**src/design/nvs_pkg.sv**
```systemverilog
// package: pin timing, sequence addresses and counts for the nv sequencer host
package nvs_pkg;
  localparam int unsigned CLK_MHZ = 250;
  localparam logic [10:0] SEQ_A0 = 11'h000;
  localparam logic [10:0] SEQ_A1 = 11'h555;
  localparam logic [10:0] SEQ_A2 = 11'h2aa;
  localparam logic [10:0] SEQ_A3 = 11'h7ff;
  localparam logic [10:0] SEQ_A4 = 11'h0f0;
  localparam logic [10:0] SEQ_SAVE = 11'h70f;
  localparam logic [10:0] SEQ_RESTORE = 11'h70e;
  localparam logic [10:0] SEQ_TEST = 11'h39c;
  localparam int unsigned SEQ_STEPS = 6;
  // chip-enable low pulse: one read access, ns
  localparam int unsigned CE_LOW_NS = 48;
  localparam int unsigned CE_LOW_CYC = (CE_LOW_NS * CLK_MHZ + 999) / 1000;
  localparam int unsigned CE_HIGH_NS = 48;
  localparam int unsigned CE_HIGH_CYC = (CE_HIGH_NS * CLK_MHZ + 999) / 1000;
  localparam int unsigned SAVE_TIME_MS = 10;
  localparam int unsigned SAVE_CYC = SAVE_TIME_MS * CLK_MHZ * 1000;
  localparam int unsigned RESTORE_TIME_US = 20;
  localparam int unsigned RESTORE_CYC = RESTORE_TIME_US * CLK_MHZ;
  localparam int unsigned PWRUP_RESTORE_US = 650;
  localparam int unsigned PWRUP_CYC = PWRUP_RESTORE_US * CLK_MHZ;
  localparam int unsigned SEQ_OUTPUT_OFF_TIME_NS = 600;
  localparam int unsigned SEQ_OFF_CYC = (SEQ_OUTPUT_OFF_TIME_NS * CLK_MHZ + 999)
    / 1000;
  localparam int unsigned CNT_W = 22;
endpackage

```
**src/design/nvs_pulse_if.sv**
```systemverilog
// interface: step request between sequencer and chip-enable pulse generator
`timescale 1ns/100ps
interface nvs_pulse_if;
  logic start;
  logic [10:0] addr;
  logic busy;
  logic done;
  modport ctl (output start, output addr, input busy, input done);
  modport gen (input start, input addr, output busy, output done);
endinterface

```
**src/design/nvs_read_pulse.sv**
```systemverilog
// one chip-enable-controlled read with write-enable held high
`timescale 1ns/100ps
module nvs_read_pulse
  import nvs_pkg::*;
#(
  parameter int unsigned LOW_CYC = CE_LOW_CYC,
  parameter int unsigned HIGH_CYC = CE_HIGH_CYC
)(
  input wire logic i_mclk,             // clock
  input wire logic i_srst,             // sync reset
  nvs_pulse_if.gen pif,                // step request
  output logic o_ce_n,                 // chip enable, low active
  output logic [10:0] o_addr           // word_address
);
  typedef enum logic [2:0] {
    NVS_P_IDLE = 3'b001,
    NVS_P_LOW = 3'b010,
    NVS_P_HIGH = 3'b100
  } nvs_pst_e;
  nvs_pst_e st_q, st_d;
  logic [7:0] cnt_q, cnt_d;
  logic ce_n_q, ce_n_d;
  logic [10:0] addr_q, addr_d;
  logic done_q, done_d;

  always_comb
  begin
    st_d = st_q;
    cnt_d = cnt_q;
    ce_n_d = ce_n_q;
    addr_d = addr_q;
    done_d = 1'b0;
    case (st_q)
      NVS_P_IDLE:
      begin
        // address set on the same clock edge as the falling edge, one pulse per address
        if (pif.start)
        begin
          addr_d = pif.addr;
          ce_n_d = 1'b0;
          cnt_d = 8'(LOW_CYC - 1);
          st_d = NVS_P_LOW;
        end
      end
      NVS_P_LOW:
      begin
        if (cnt_q == 8'h00)
        begin
          ce_n_d = 1'b1;
          cnt_d = 8'(HIGH_CYC - 1);
          st_d = NVS_P_HIGH;
        end
        else
          cnt_d = cnt_q - 8'h01;
      end
      NVS_P_HIGH:
      begin
        // address held until high time ends, then step is reported
        if (cnt_q == 8'h00)
        begin
          done_d = 1'b1;
          st_d = NVS_P_IDLE;
        end
        else
          cnt_d = cnt_q - 8'h01;
      end
      default: st_d = NVS_P_IDLE;
    endcase
  end

  always_ff @(posedge i_mclk)
  begin
    if (i_srst)
    begin
      st_q <= NVS_P_IDLE;
      cnt_q <= 8'h00;
      ce_n_q <= 1'b1;
      addr_q <= 11'h000;
      done_q <= 1'b0;
    end
    else
    begin
      st_q <= st_d;
      cnt_q <= cnt_d;
      ce_n_q <= ce_n_d;
      addr_q <= addr_d;
      done_q <= done_d;
    end
  end

  assign pif.busy = (st_q != NVS_P_IDLE);
  assign pif.done = done_q;
  assign o_ce_n = ce_n_q;
  assign o_addr = addr_q;
endmodule // nvs_read_pulse

```
**src/design/nvs_host.sv**
```systemverilog
// host controller issuing software save/restore sequences to the nv sram
`timescale 1ns/100ps
module nvs_host
  import nvs_pkg::*;
#(
  parameter int unsigned SAVE_WAIT = SAVE_CYC,
  parameter int unsigned RESTORE_WAIT = RESTORE_CYC,
  parameter int unsigned PWRUP_WAIT = PWRUP_CYC
)(
  input wire logic i_mclk,             // 250 MHz clock
  input wire logic i_srst,             // sync reset, high
  input wire logic i_req,              // start a transfer, pulse
  input wire logic i_req_restore,      // 1 restore, 0 save, with i_req
  input wire logic i_supply_good,      // supply above switch level
  output logic o_ce_n,                 // chip enable, low active
  output logic o_we_n,                 // write enable, low active
  output logic o_oe_n,                 // output enable, low active
  output logic [10:0] o_word_address,  // word_address pins
  output logic o_busy,                 // transfer or wait running
  output logic o_done,                 // transfer finished, pulse
  output logic o_aborted               // save cut by supply low, pulse
);
  typedef enum logic [4:0] {
    NVS_PWRUP = 5'b00001,
    NVS_IDLE = 5'b00010,
    NVS_STEP = 5'b00100,
    NVS_WAIT = 5'b01000,
    NVS_DONE = 5'b10000
  } nvs_st_e;

  nvs_pulse_if pif();
  logic [10:0] pin_addr;
  logic pin_ce_n;

  nvs_read_pulse #(
    .LOW_CYC(CE_LOW_CYC),
    .HIGH_CYC(CE_HIGH_CYC)
  ) u_pulse (
    .i_mclk(i_mclk),
    .i_srst(i_srst),
    .pif(pif),
    .o_ce_n(pin_ce_n),
    .o_addr(pin_addr)
  );

  nvs_st_e st_q, st_d;
  logic [2:0] step_q, step_d;
  logic [CNT_W-1:0] cnt_q, cnt_d;
  logic restore_q, restore_d;
  logic start_q, start_d;
  logic busy_q, busy_d;
  logic done_q, done_d;
  logic abort_q, abort_d;
  logic ce_n_q;
  logic [10:0] addr_q;
  logic [10:0] step_addr;

  ////////////////////////////////////////////////////////////////////////
  // address of each step; the test address is never produced
  always_comb
  begin
    case (step_q)
      3'h0: step_addr = SEQ_A0;
      3'h1: step_addr = SEQ_A1;
      3'h2: step_addr = SEQ_A2;
      3'h3: step_addr = SEQ_A3;
      3'h4: step_addr = SEQ_A4;
      // last step picks the operation, never the test address
      3'h5: step_addr = restore_q ? SEQ_RESTORE : SEQ_SAVE;
      default: step_addr = SEQ_A0;
    endcase
  end

  ////////////////////////////////////////////////////////////////////////
  always_comb
  begin
    st_d = st_q;
    step_d = step_q;
    cnt_d = cnt_q;
    restore_d = restore_q;
    start_d = 1'b0;
    busy_d = busy_q;
    done_d = 1'b0;
    abort_d = 1'b0;
    case (st_q)
      NVS_PWRUP:
      begin
        // device restores itself once supply is good; wait out that time
        if (!i_supply_good)
          cnt_d = CNT_W'(PWRUP_WAIT);
        else if (cnt_q == '0)
        begin
          st_d = NVS_IDLE;
          busy_d = 1'b0;
        end
        else
          cnt_d = cnt_q - 1'b1;
      end
      NVS_IDLE:
      begin
        // software save is inhibited below switch level, so do not try
        if (i_req && i_supply_good)
        begin
          restore_d = i_req_restore;
          step_d = 3'h0;
          busy_d = 1'b1;
          start_d = 1'b1;
          st_d = NVS_STEP;
        end
      end
      NVS_STEP:
      begin
        // steps issued back to back with nothing else between
        if (pif.done)
        begin
          if (step_q == 3'(SEQ_STEPS - 1))
          begin
            cnt_d = restore_q ? CNT_W'(RESTORE_WAIT) : CNT_W'(SAVE_WAIT);
            st_d = NVS_WAIT;
          end
          else
          begin
            step_d = step_q + 3'h1;
            start_d = 1'b1;
          end
        end
      end
      NVS_WAIT:
      begin
        // device ignores pins now; bus stays quiet until time is over
        if (!restore_q && !i_supply_good)
        begin
          abort_d = 1'b1;
          cnt_d = CNT_W'(PWRUP_WAIT);
          st_d = NVS_PWRUP;
        end
        else if (cnt_q == '0)
          st_d = NVS_DONE;
        else
          cnt_d = cnt_q - 1'b1;
      end
      NVS_DONE:
      begin
        done_d = 1'b1;
        busy_d = 1'b0;
        st_d = NVS_IDLE;
      end
      default: st_d = NVS_IDLE;
    endcase
  end

  always_ff @(posedge i_mclk)
  begin
    if (i_srst)
    begin
      st_q <= NVS_PWRUP;
      step_q <= 3'h0;
      cnt_q <= CNT_W'(PWRUP_WAIT);
      restore_q <= 1'b0;
      start_q <= 1'b0;
      busy_q <= 1'b1;
      done_q <= 1'b0;
      abort_q <= 1'b0;
      ce_n_q <= 1'b1;
      addr_q <= 11'h000;
    end
    else
    begin
      st_q <= st_d;
      step_q <= step_d;
      cnt_q <= cnt_d;
      restore_q <= restore_d;
      start_q <= start_d;
      busy_q <= busy_d;
      done_q <= done_d;
      abort_q <= abort_d;
      ce_n_q <= pin_ce_n;
      addr_q <= pin_addr;
    end
  end

  assign pif.start = start_q;
  assign pif.addr = step_addr;

  assign o_ce_n = ce_n_q;
  assign o_we_n = 1'b1;
  // output enable left high: recognition does not need it
  assign o_oe_n = 1'b1;
  assign o_word_address = addr_q;
  assign o_busy = busy_q;
  assign o_done = done_q;
  assign o_aborted = abort_q;
endmodule // nvs_host

```
**config.mk**
```make
export PLATFORM = sky130hd
export DESIGN_NAME = nvs_host
export DESIGN_NICKNAME = d
export VERILOG_FILES = /design/src/design/nvs_pkg.sv /design/src/design/nvs_pulse_if.sv /design/src/design/nvs_read_pulse.sv /design/src/design/nvs_host.sv
export SDC_FILE = /design/constraint.sdc
export NUM_CORES = 1
export LEC_CHECK = 0
export ABC_CLOCK_PERIOD_IN_PS = 5930
export BUFFER_PORTS_ARGS = -buffer_cell sky130_fd_sc_hd__buf_2
export CAP_MARGIN = 0
export CORE_ASPECT_RATIO = 0.7
export CORE_MARGIN = 3
export CORE_UTILIZATION = 65
export CTS_CLUSTER_DIAMETER = 100
export CTS_CLUSTER_SIZE = 20
export DETAILED_ROUTE_END_ITERATION = 8
export PLACE_DENSITY = 0.84
export SLEW_MARGIN = 20
export SYNTH_ARGS = -nofsm -noshare
export SYNTH_HDL_FRONTEND = slang
export SYNTH_HIERARCHICAL = 1
export SYNTH_SLANG_ARGS = --single-unit
```
**constraint.sdc**
```tcl
create_clock -name i_mclk -period 5.93 [get_ports i_mclk]
set_input_delay 0.8895 -clock i_mclk [delete_from_list [all_inputs] [get_ports i_mclk]]
set_output_delay 0.8895 -clock i_mclk [all_outputs]
set_load 0.02 [all_outputs]
```
==> impl_metrics.env, run 1 <==
export IMPL_cap_violations=0
export IMPL_gp_congestion=0.978
export IMPL_outcome="finished, final reports clean"
export IMPL_post_cts_resized=0
export IMPL_fillers=391
export IMPL_irDropWorstVdd_mv=0.253
export IMPL_clkSlewWorstSetupHoldPaths_ns=0.08
export IMPL_critPathMaxFanout=11
export IMPL_holdCritStartpoint="u_pulse/o_addr[3]$_SDFFE_PP0P_"
export IMPL_ios=22
export IMPL_period_share_pct=43.2
export IMPL_die_area_um2=6580
export IMPL_portBuffers=19
export IMPL_ant_nets=0
export IMPL_via_per_inst=6.46
export IMPL_fin_cells=520
export IMPL_finClkSkew_ns=0.0103
export IMPL_worstSetupPathType="reg2reg"
export IMPL_dp_cells=504
export IMPL_yosysWarnings=6
export IMPL_finalWirelength_mm=8.77
export IMPL_remaining_drc_errors=0
export IMPL_syn_avg_cell_area_um2=8.43
export IMPL_setup_tns_ns=0
export IMPL_synthCells=434
export IMPL_setup_viol=0
export IMPL_clock_sinks=71
export IMPL_worstMarginPinSlew_ns=0.705
export IMPL_critPathLaunchType="flip-flop"
export IMPL_hp_class="reg2reg"
export IMPL_layout_drive_gt1_share_pct=14.3
export IMPL_first_pass_iters=5
export IMPL_rsz0062_at_grt="no"
export IMPL_vias=3360
export IMPL_critPathLaunch="step_q[1]$_SDFFE_PP0P_"
export IMPL_ctsRootBufferMaster="clkbuf_8"
export IMPL_final_util_pct=74.8
export IMPL_placed_area_um2=3760
export IMPL_hold_viol=0
export IMPL_die_w_um=95.7
export IMPL_totalPowerFinal_mw=1.08
export IMPL_cp_arrival_ns=2.81
export IMPL_place_hpwl_mm=6.11
export IMPL_initial_core_util_pct=68.5
export IMPL_antenna_found_initial=0
export IMPL_maxSlewHeadroom_pct=52.9
export IMPL_fin_crit_ns=2.56
export IMPL_grt_pass1_wl_mm=14.1
export IMPL_drt_initial_drc_count=380
export IMPL_diodes=0
export IMPL_layout_nets=457
export IMPL_grt_max_degree=58
export IMPL_grt_usage_pct=28.0
export IMPL_areaGrowthSynthToFinish_pct=9.13
export IMPL_end_kind="flip-flop"
export IMPL_ctsHoldBuffers=0
export IMPL_routedWlPerCell_um=16.9
export IMPL_cts_buffers=9
export IMPL_syn_area_um2=3660
export IMPL_grt_pass1_vias=2896
export IMPL_leakagePower_nw=1.42
export IMPL_tritoncts="yes"
export IMPL_fp_coreArea_um2=5340
export IMPL_required_ns=6.17
export IMPL_timing_fmax_mhz=390
export IMPL_htree_levels=3
export IMPL_post_cts_buffers=0
export IMPL_final_area_um2=3990
export IMPL_r2r_start="step_q[1]$_SDFFE_PP0P_"
export IMPL_gr_total_overflow=0
export IMPL_maxSlewViolCount=0
export IMPL_rows=22
export IMPL_insertion_delay_ns=0.35
export IMPL_die_y_um=68.8
export IMPL_powerDensity_nw_per_um2=271
export IMPL_clock_path_buffers=2
critical path, stage by stage, from the launching register on:
cell and delay (ns):
dfxtp_1 0.33, inv_1 0.10, ha_1 0.29, nand3_1 0.19, or3_1 0.55, nand2_1 0.46
nand4_1 0.15, a311o_1 0.38
flip-flops by register name, indices dropped and copies added (netlist names):
register and cells:
pif.start 1, o_done 1, cnt_q 22, st_q 5, u_pulse/st_q 3, o_aborted 1, o_busy 1, u_pulse/o_ce_n 1
o_ce_n 1, u_pulse/pif.done 1, u_pulse/o_addr 11, step_q 3, u_pulse/cnt_q 8, restore_q 1, o_word_address 11
metal layers:
metal,wire (um),vias to the layer above,track usage (%)
met5,0,-,0
met1,3910,1532,38.3
met2,3660,193,40.7
li1,-,1607,-
met3,1020,28,11.0
met4,178,0,8.16
layout make-up:
type / count / area (um^2) / share of cell area, %
clock buffers: 10 / 138 / 3.45
clock inverters: 6 / 92.6 / 2.32
inverters: 15 / 56.3 / 1.41
multi-input cells: 325 / 2090 / 52.2
flip-flops and latches: 71 / 1420 / 35.6
well taps: 72 / 90.1 / 2.26
repair buffers: 21 / 110 / 2.76
path summary, 6_finish.rpt:
| kind | end | slack, ns | depth (start not counted) |
|---|---|---|---|
| setup reg to reg | cnt_q[12]$_SDFFE_PP1P_ | 3.37 | 7 |
| hold / removal | u_pulse/o_addr[3]$_SDFFE_PP0P_ | 0.45 | 2 |
| hold reg to reg | u_pulse/o_addr[3]$_SDFFE_PP0P_ | 0.45 | 2 |
| setup / recovery | cnt_q[12]$_SDFFE_PP1P_ | 3.37 | 7 |
through the flow:
| step | setup WS, ns | hold WS, ns |
|---|---|---|
| 6_report | 3.37 | 0.455 |
| 5_1_grt | 3.20 | 0.478 |
| 4_1_cts | 3.20 | 0.457 |
| 3_5_place_dp | 3.23 | 0.430 |
| 3_3_place_gp | 3.43 | 0.434 |
| 2_1_floorplan | 3.86 | 0.415 |
cells in the final DEF, fill, tap and decap left out, types with 4 or more instances in the layout:
cell type  count
a211oi_1       6
a21oi_1       35
a31o_2         4
a31oi_1        6
and3_1         5
buf_2         19
clkbuf_8      10
dfxtp_1       71
ha_1           9
inv_1         15
mux2i_1       11
nand2_1       44
nand2b_1       7
nand3_1       13
nand3b_1       5
nand4_1        7
nand4b_1       5
nor2_1        32
nor2b_1       14
nor3_1         9
nor3b_1        4
nor4_1        11
o211ai_1       4
o21ai_0       12
o31ai_1        4
o32ai_1        4
or2_2          6
or3_1          6
or4_1          7
power by group:
part	total, mW	internal [mW]	switching (mW)
logic	0.147	0.0498	0.0974
clock network	0.435	0.250	0.185
registers	0.500	0.487	0.0132
total	1.08	0.787	0.296
(Power assumes the default switching activity.)
==> run 2: changes to the inputs <==
Settings changed: ABC_AREA set to 1, ABC_CLOCK_PERIOD_IN_PS 5930 to 2150, CORE_UTILIZATION 65 to 55, PLACE_DENSITY 0.84 to 0.76.
Clock period 5.93 ns to 2.15 ns, I/O delays scaled along.
==> run 2 against run 1 <==
Effect of this change: maximum frequency increased by 31%; sequential share of layout area decreased by 2.3 points; highest routed layer unchanged; setup slack worse by 3.2 ns; clock-buffer cell count up 1; die area increased by 20%; critical path depth is 4 higher; largest cell class unchanged; non-clock buffer count is 14 higher; area after synthesis up 3.1%; total power grew to 3.9 times the previous value; final area is 6.8% higher; combinational power increased to 9.9 times the previous value; core utilization decreased by 8.4 points.
==> impl_metrics.env, run 2 <==
export IMPL_placed_area_um2=4040
export IMPL_layout_drive_gt1_share_pct=13.7
export IMPL_synth_top_area_cell="dfxtp_1"
export IMPL_switching_share_pct=37.5
export IMPL_critPathMaxStageDelay_ns=0.33
export IMPL_crit_chain="inv_1 -> ha_1 -> nand2_1 -> inv_1 -> a21oi_4 -> a21oi_4 -> nand2_1 -> nor2_1 -> nand2_1 -> nand2_1 -> nor2_1"
export IMPL_gp_congestion=1.01
export IMPL_ys_flop_type="dfxtp_1"
export IMPL_cap_violations=0
export IMPL_tritoncts="yes"
export IMPL_htree_levels=3
export IMPL_leakagePower_nw=1.98
export IMPL_initial_core_util_pct=58.7
export IMPL_grt_usage_pct=24.7
export IMPL_pwr_share_seq_pct=37.4
export IMPL_final_area_um2=4260
export IMPL_path_common_cell="nand2_1"
export IMPL_p_switching_mw=1.59
export IMPL_ctsHoldBuffers=0
export IMPL_outcome="finished, final reports clean"
export IMPL_required_ns=2.41
export IMPL_layout_nets=614
export IMPL_yosysWarnings=6
export IMPL_use_met3_pct=10.9
export IMPL_vias=3647
export IMPL_hold_depth=3
export IMPL_powerDensity_nw_per_um2=995
export IMPL_hold_viol=0
export IMPL_grt_util_met2_pct=34.3
export IMPL_largest_register_ffs=22
export IMPL_top_register="cnt_q"
export IMPL_setup_tns_ns=0
export IMPL_finalWorstSetupSlack_ns=0.196
export IMPL_syn_area_um2=3770
export IMPL_hold_ws_ns=0.280
export IMPL_grt_max_degree=27
export IMPL_synth_edff_count=0
export IMPL_critPathLaunchType="flip-flop"
export IMPL_antenna_found_initial=0
export IMPL_syn_avg_cell_area_um2=6.66
export IMPL_worstMarginPinSlew_ns=0.529
export IMPL_cts_buffers=9
export IMPL_grt_pass1_vias=3162
export IMPL_finalWirelength_mm=9.29
export IMPL_yosysSeqAreaShare_pct=37.7
export IMPL_rows=24
export IMPL_grt_pass1_wl_mm=15.3
export IMPL_fp_coreArea_um2=6430
export IMPL_internal_power_mw=2.65
export IMPL_end_kind="flip-flop"
export IMPL_clock_sinks=71
export IMPL_clock_path_buffers=2
export IMPL_post_cts_resized=0
export IMPL_finClkSkew_ns=0.0169
export IMPL_timing_fmax_mhz=512
export IMPL_ios=22
export IMPL_pwr_share_clk_pct=28.4
export IMPL_final_util_pct=66.4
export IMPL_portBuffers=19
export IMPL_critPathMaxFanout=9
export IMPL_die_area_um2=7910
export IMPL_rr_worst_depth=11
export IMPL_die_y_um=75.3
export IMPL_cp_arrival_ns=2.21
export IMPL_yosys_register_bits=71
export IMPL_layout_commonest_cell="nor2_1"
export IMPL_routedWlPerCell_um=13.4
export IMPL_via_per_inst=5.24
export IMPL_areaGrowthSynthToFinish_pct=13.0
export IMPL_drt_initial_drc_count=263
export IMPL_synth_common_cells="114 x nor2_1, 108 x nand2_1, 73 x inv_1"
export IMPL_die_w_um=105
export IMPL_worst_path_max_delay_cell="dfxtp_1"
export IMPL_yosysMostFrequentCell="nor2_1"
export IMPL_grt_util_met1_pct=35.0
export IMPL_synth_cell_types=34
export IMPL_worstSetupPathType="reg2reg"
export IMPL_diodes=0
export IMPL_synthArstFlopShare_pct=0
export IMPL_irDropWorstVdd_mv=0.517
export IMPL_maxSlewViolCount=0
export IMPL_insertion_delay_ns=0.37
export IMPL_maxSlewHeadroom_pct=64.8
export IMPL_final_seq_area_um2=1420
export IMPL_hp_class="in2reg"
export IMPL_multi_input_area_um2=1990
export IMPL_post_cts_buffers=0
export IMPL_fin_crit_ns=1.95
export IMPL_yosysTopAreaCellShare_pct=37.7
export IMPL_grt_busiest_layer="met1"
export IMPL_clkSlewWorstSetupHoldPaths_ns=0.09
export IMPL_place_ws_ns=0.267
export IMPL_first_pass_iters=8
export IMPL_rsz0062_at_grt="no"
export IMPL_synth_area_leaders="dfxtp_1 38%, nor2_1 11%, nand2_1 11%, inv_1 7.3%, nand3_1 4.9%"
export IMPL_gr_total_overflow=0
export IMPL_p_comb_share_pct=34.2
export IMPL_fillers=596
export IMPL_setup_viol=0
export IMPL_remaining_drc_errors=0
export IMPL_ant_nets=0
export IMPL_place_hpwl_mm=6.99
export IMPL_mostFrequentLayoutCells="114 x nor2_1, 108 x nand2_1, 73 x inv_1"
export IMPL_ctsRootBufferMaster="clkbuf_8"
export IMPL_period_share_pct=90.9
export IMPL_synthCells=567
run 2: kinds of logic (layout without fill, tap and decap cells):
| kind of cell | Yosys count | in the layout | share of synthesized area, % |
|---|---|---|---|
| xor gates and xnor gates | 7 | 7 | 1.62 |
| AOI/OAI and AO/OA | 75 | 75 | 11.0 |
| and+or+nand+nor | 313 | 313 | 36.9 |
| buffers and inverters | 91 | 128 | 9.71 |
| other | 1 | 2 | 0.0994 |
| DFF | 71 | 71 | 37.7 |
| adders and majority gates | 9 | 9 | 2.98 |
run 2: cell type report:
cell class / instances / share of cell area, %
Clock buffer: 11 / 3.32
Clock inverter: 5 / 1.91
Inverter: 77 / 6.78
Multi-Input combinational cell: 406 / 46.7
Sequential cell: 71 / 33.3
Tap cell: 91 / 2.67
Timing Repair Buffer: 35 / 5.34
run 2: layer usage:
layer  share of wire (%)  up-vias  wire, um
li1                    -     1862         -
met1                  50     1603      4640
met2                  39      166      3590
met3                  10       16       975
met4                0.98        0        91
met5                   0        -         0
run 2: power groups by stage:
stage / clock network, mW / registers (mW) / logic (mW)
floorplan: 0 / 1.58 / 1.03
global placement: 0 / 1.60 / 1.40
detailed placement: 0 / 1.61 / 1.40
CTS: 1.23 / 1.58 / 1.41
global route: 1.29 / 1.60 / 1.60
finish: 1.21 / 1.59 / 1.45
run 2: final timing paths:
kind / from / endpoint / slack, ns
min reg2reg: u_pulse/o_addr[2]$_SDFFE_PP0P_ / o_word_address[2]$_SDFF_PP0_ / 0.41
max: step_q[1]$_SDFFE_PP0P_ / cnt_q[16]$_SDFFE_PP0P_ / 0.20
max reg2reg: step_q[1]$_SDFFE_PP0P_ / cnt_q[16]$_SDFFE_PP0P_ / 0.20
min: i_req_restore / restore_q$_SDFFE_PP0P_ / 0.28
run 2: stage by stage:
stage               cells  power, mW
floorplan             568       2.61
global placement      680       3.00
detailed placement    680       3.01
CTS                   696       4.22
global route          696       4.49
finish                696       4.24
run 2: worst max-delay path: cells and delay by family, from the launching register on:
kind,cells,cell delay [ns]
adders and majority gates,1,0.19
AOI/OAI and AO/OA,2,0.38
buffers and inverters,2,0.24
and+or+nand+nor,6,0.71
DFF,1,0.33
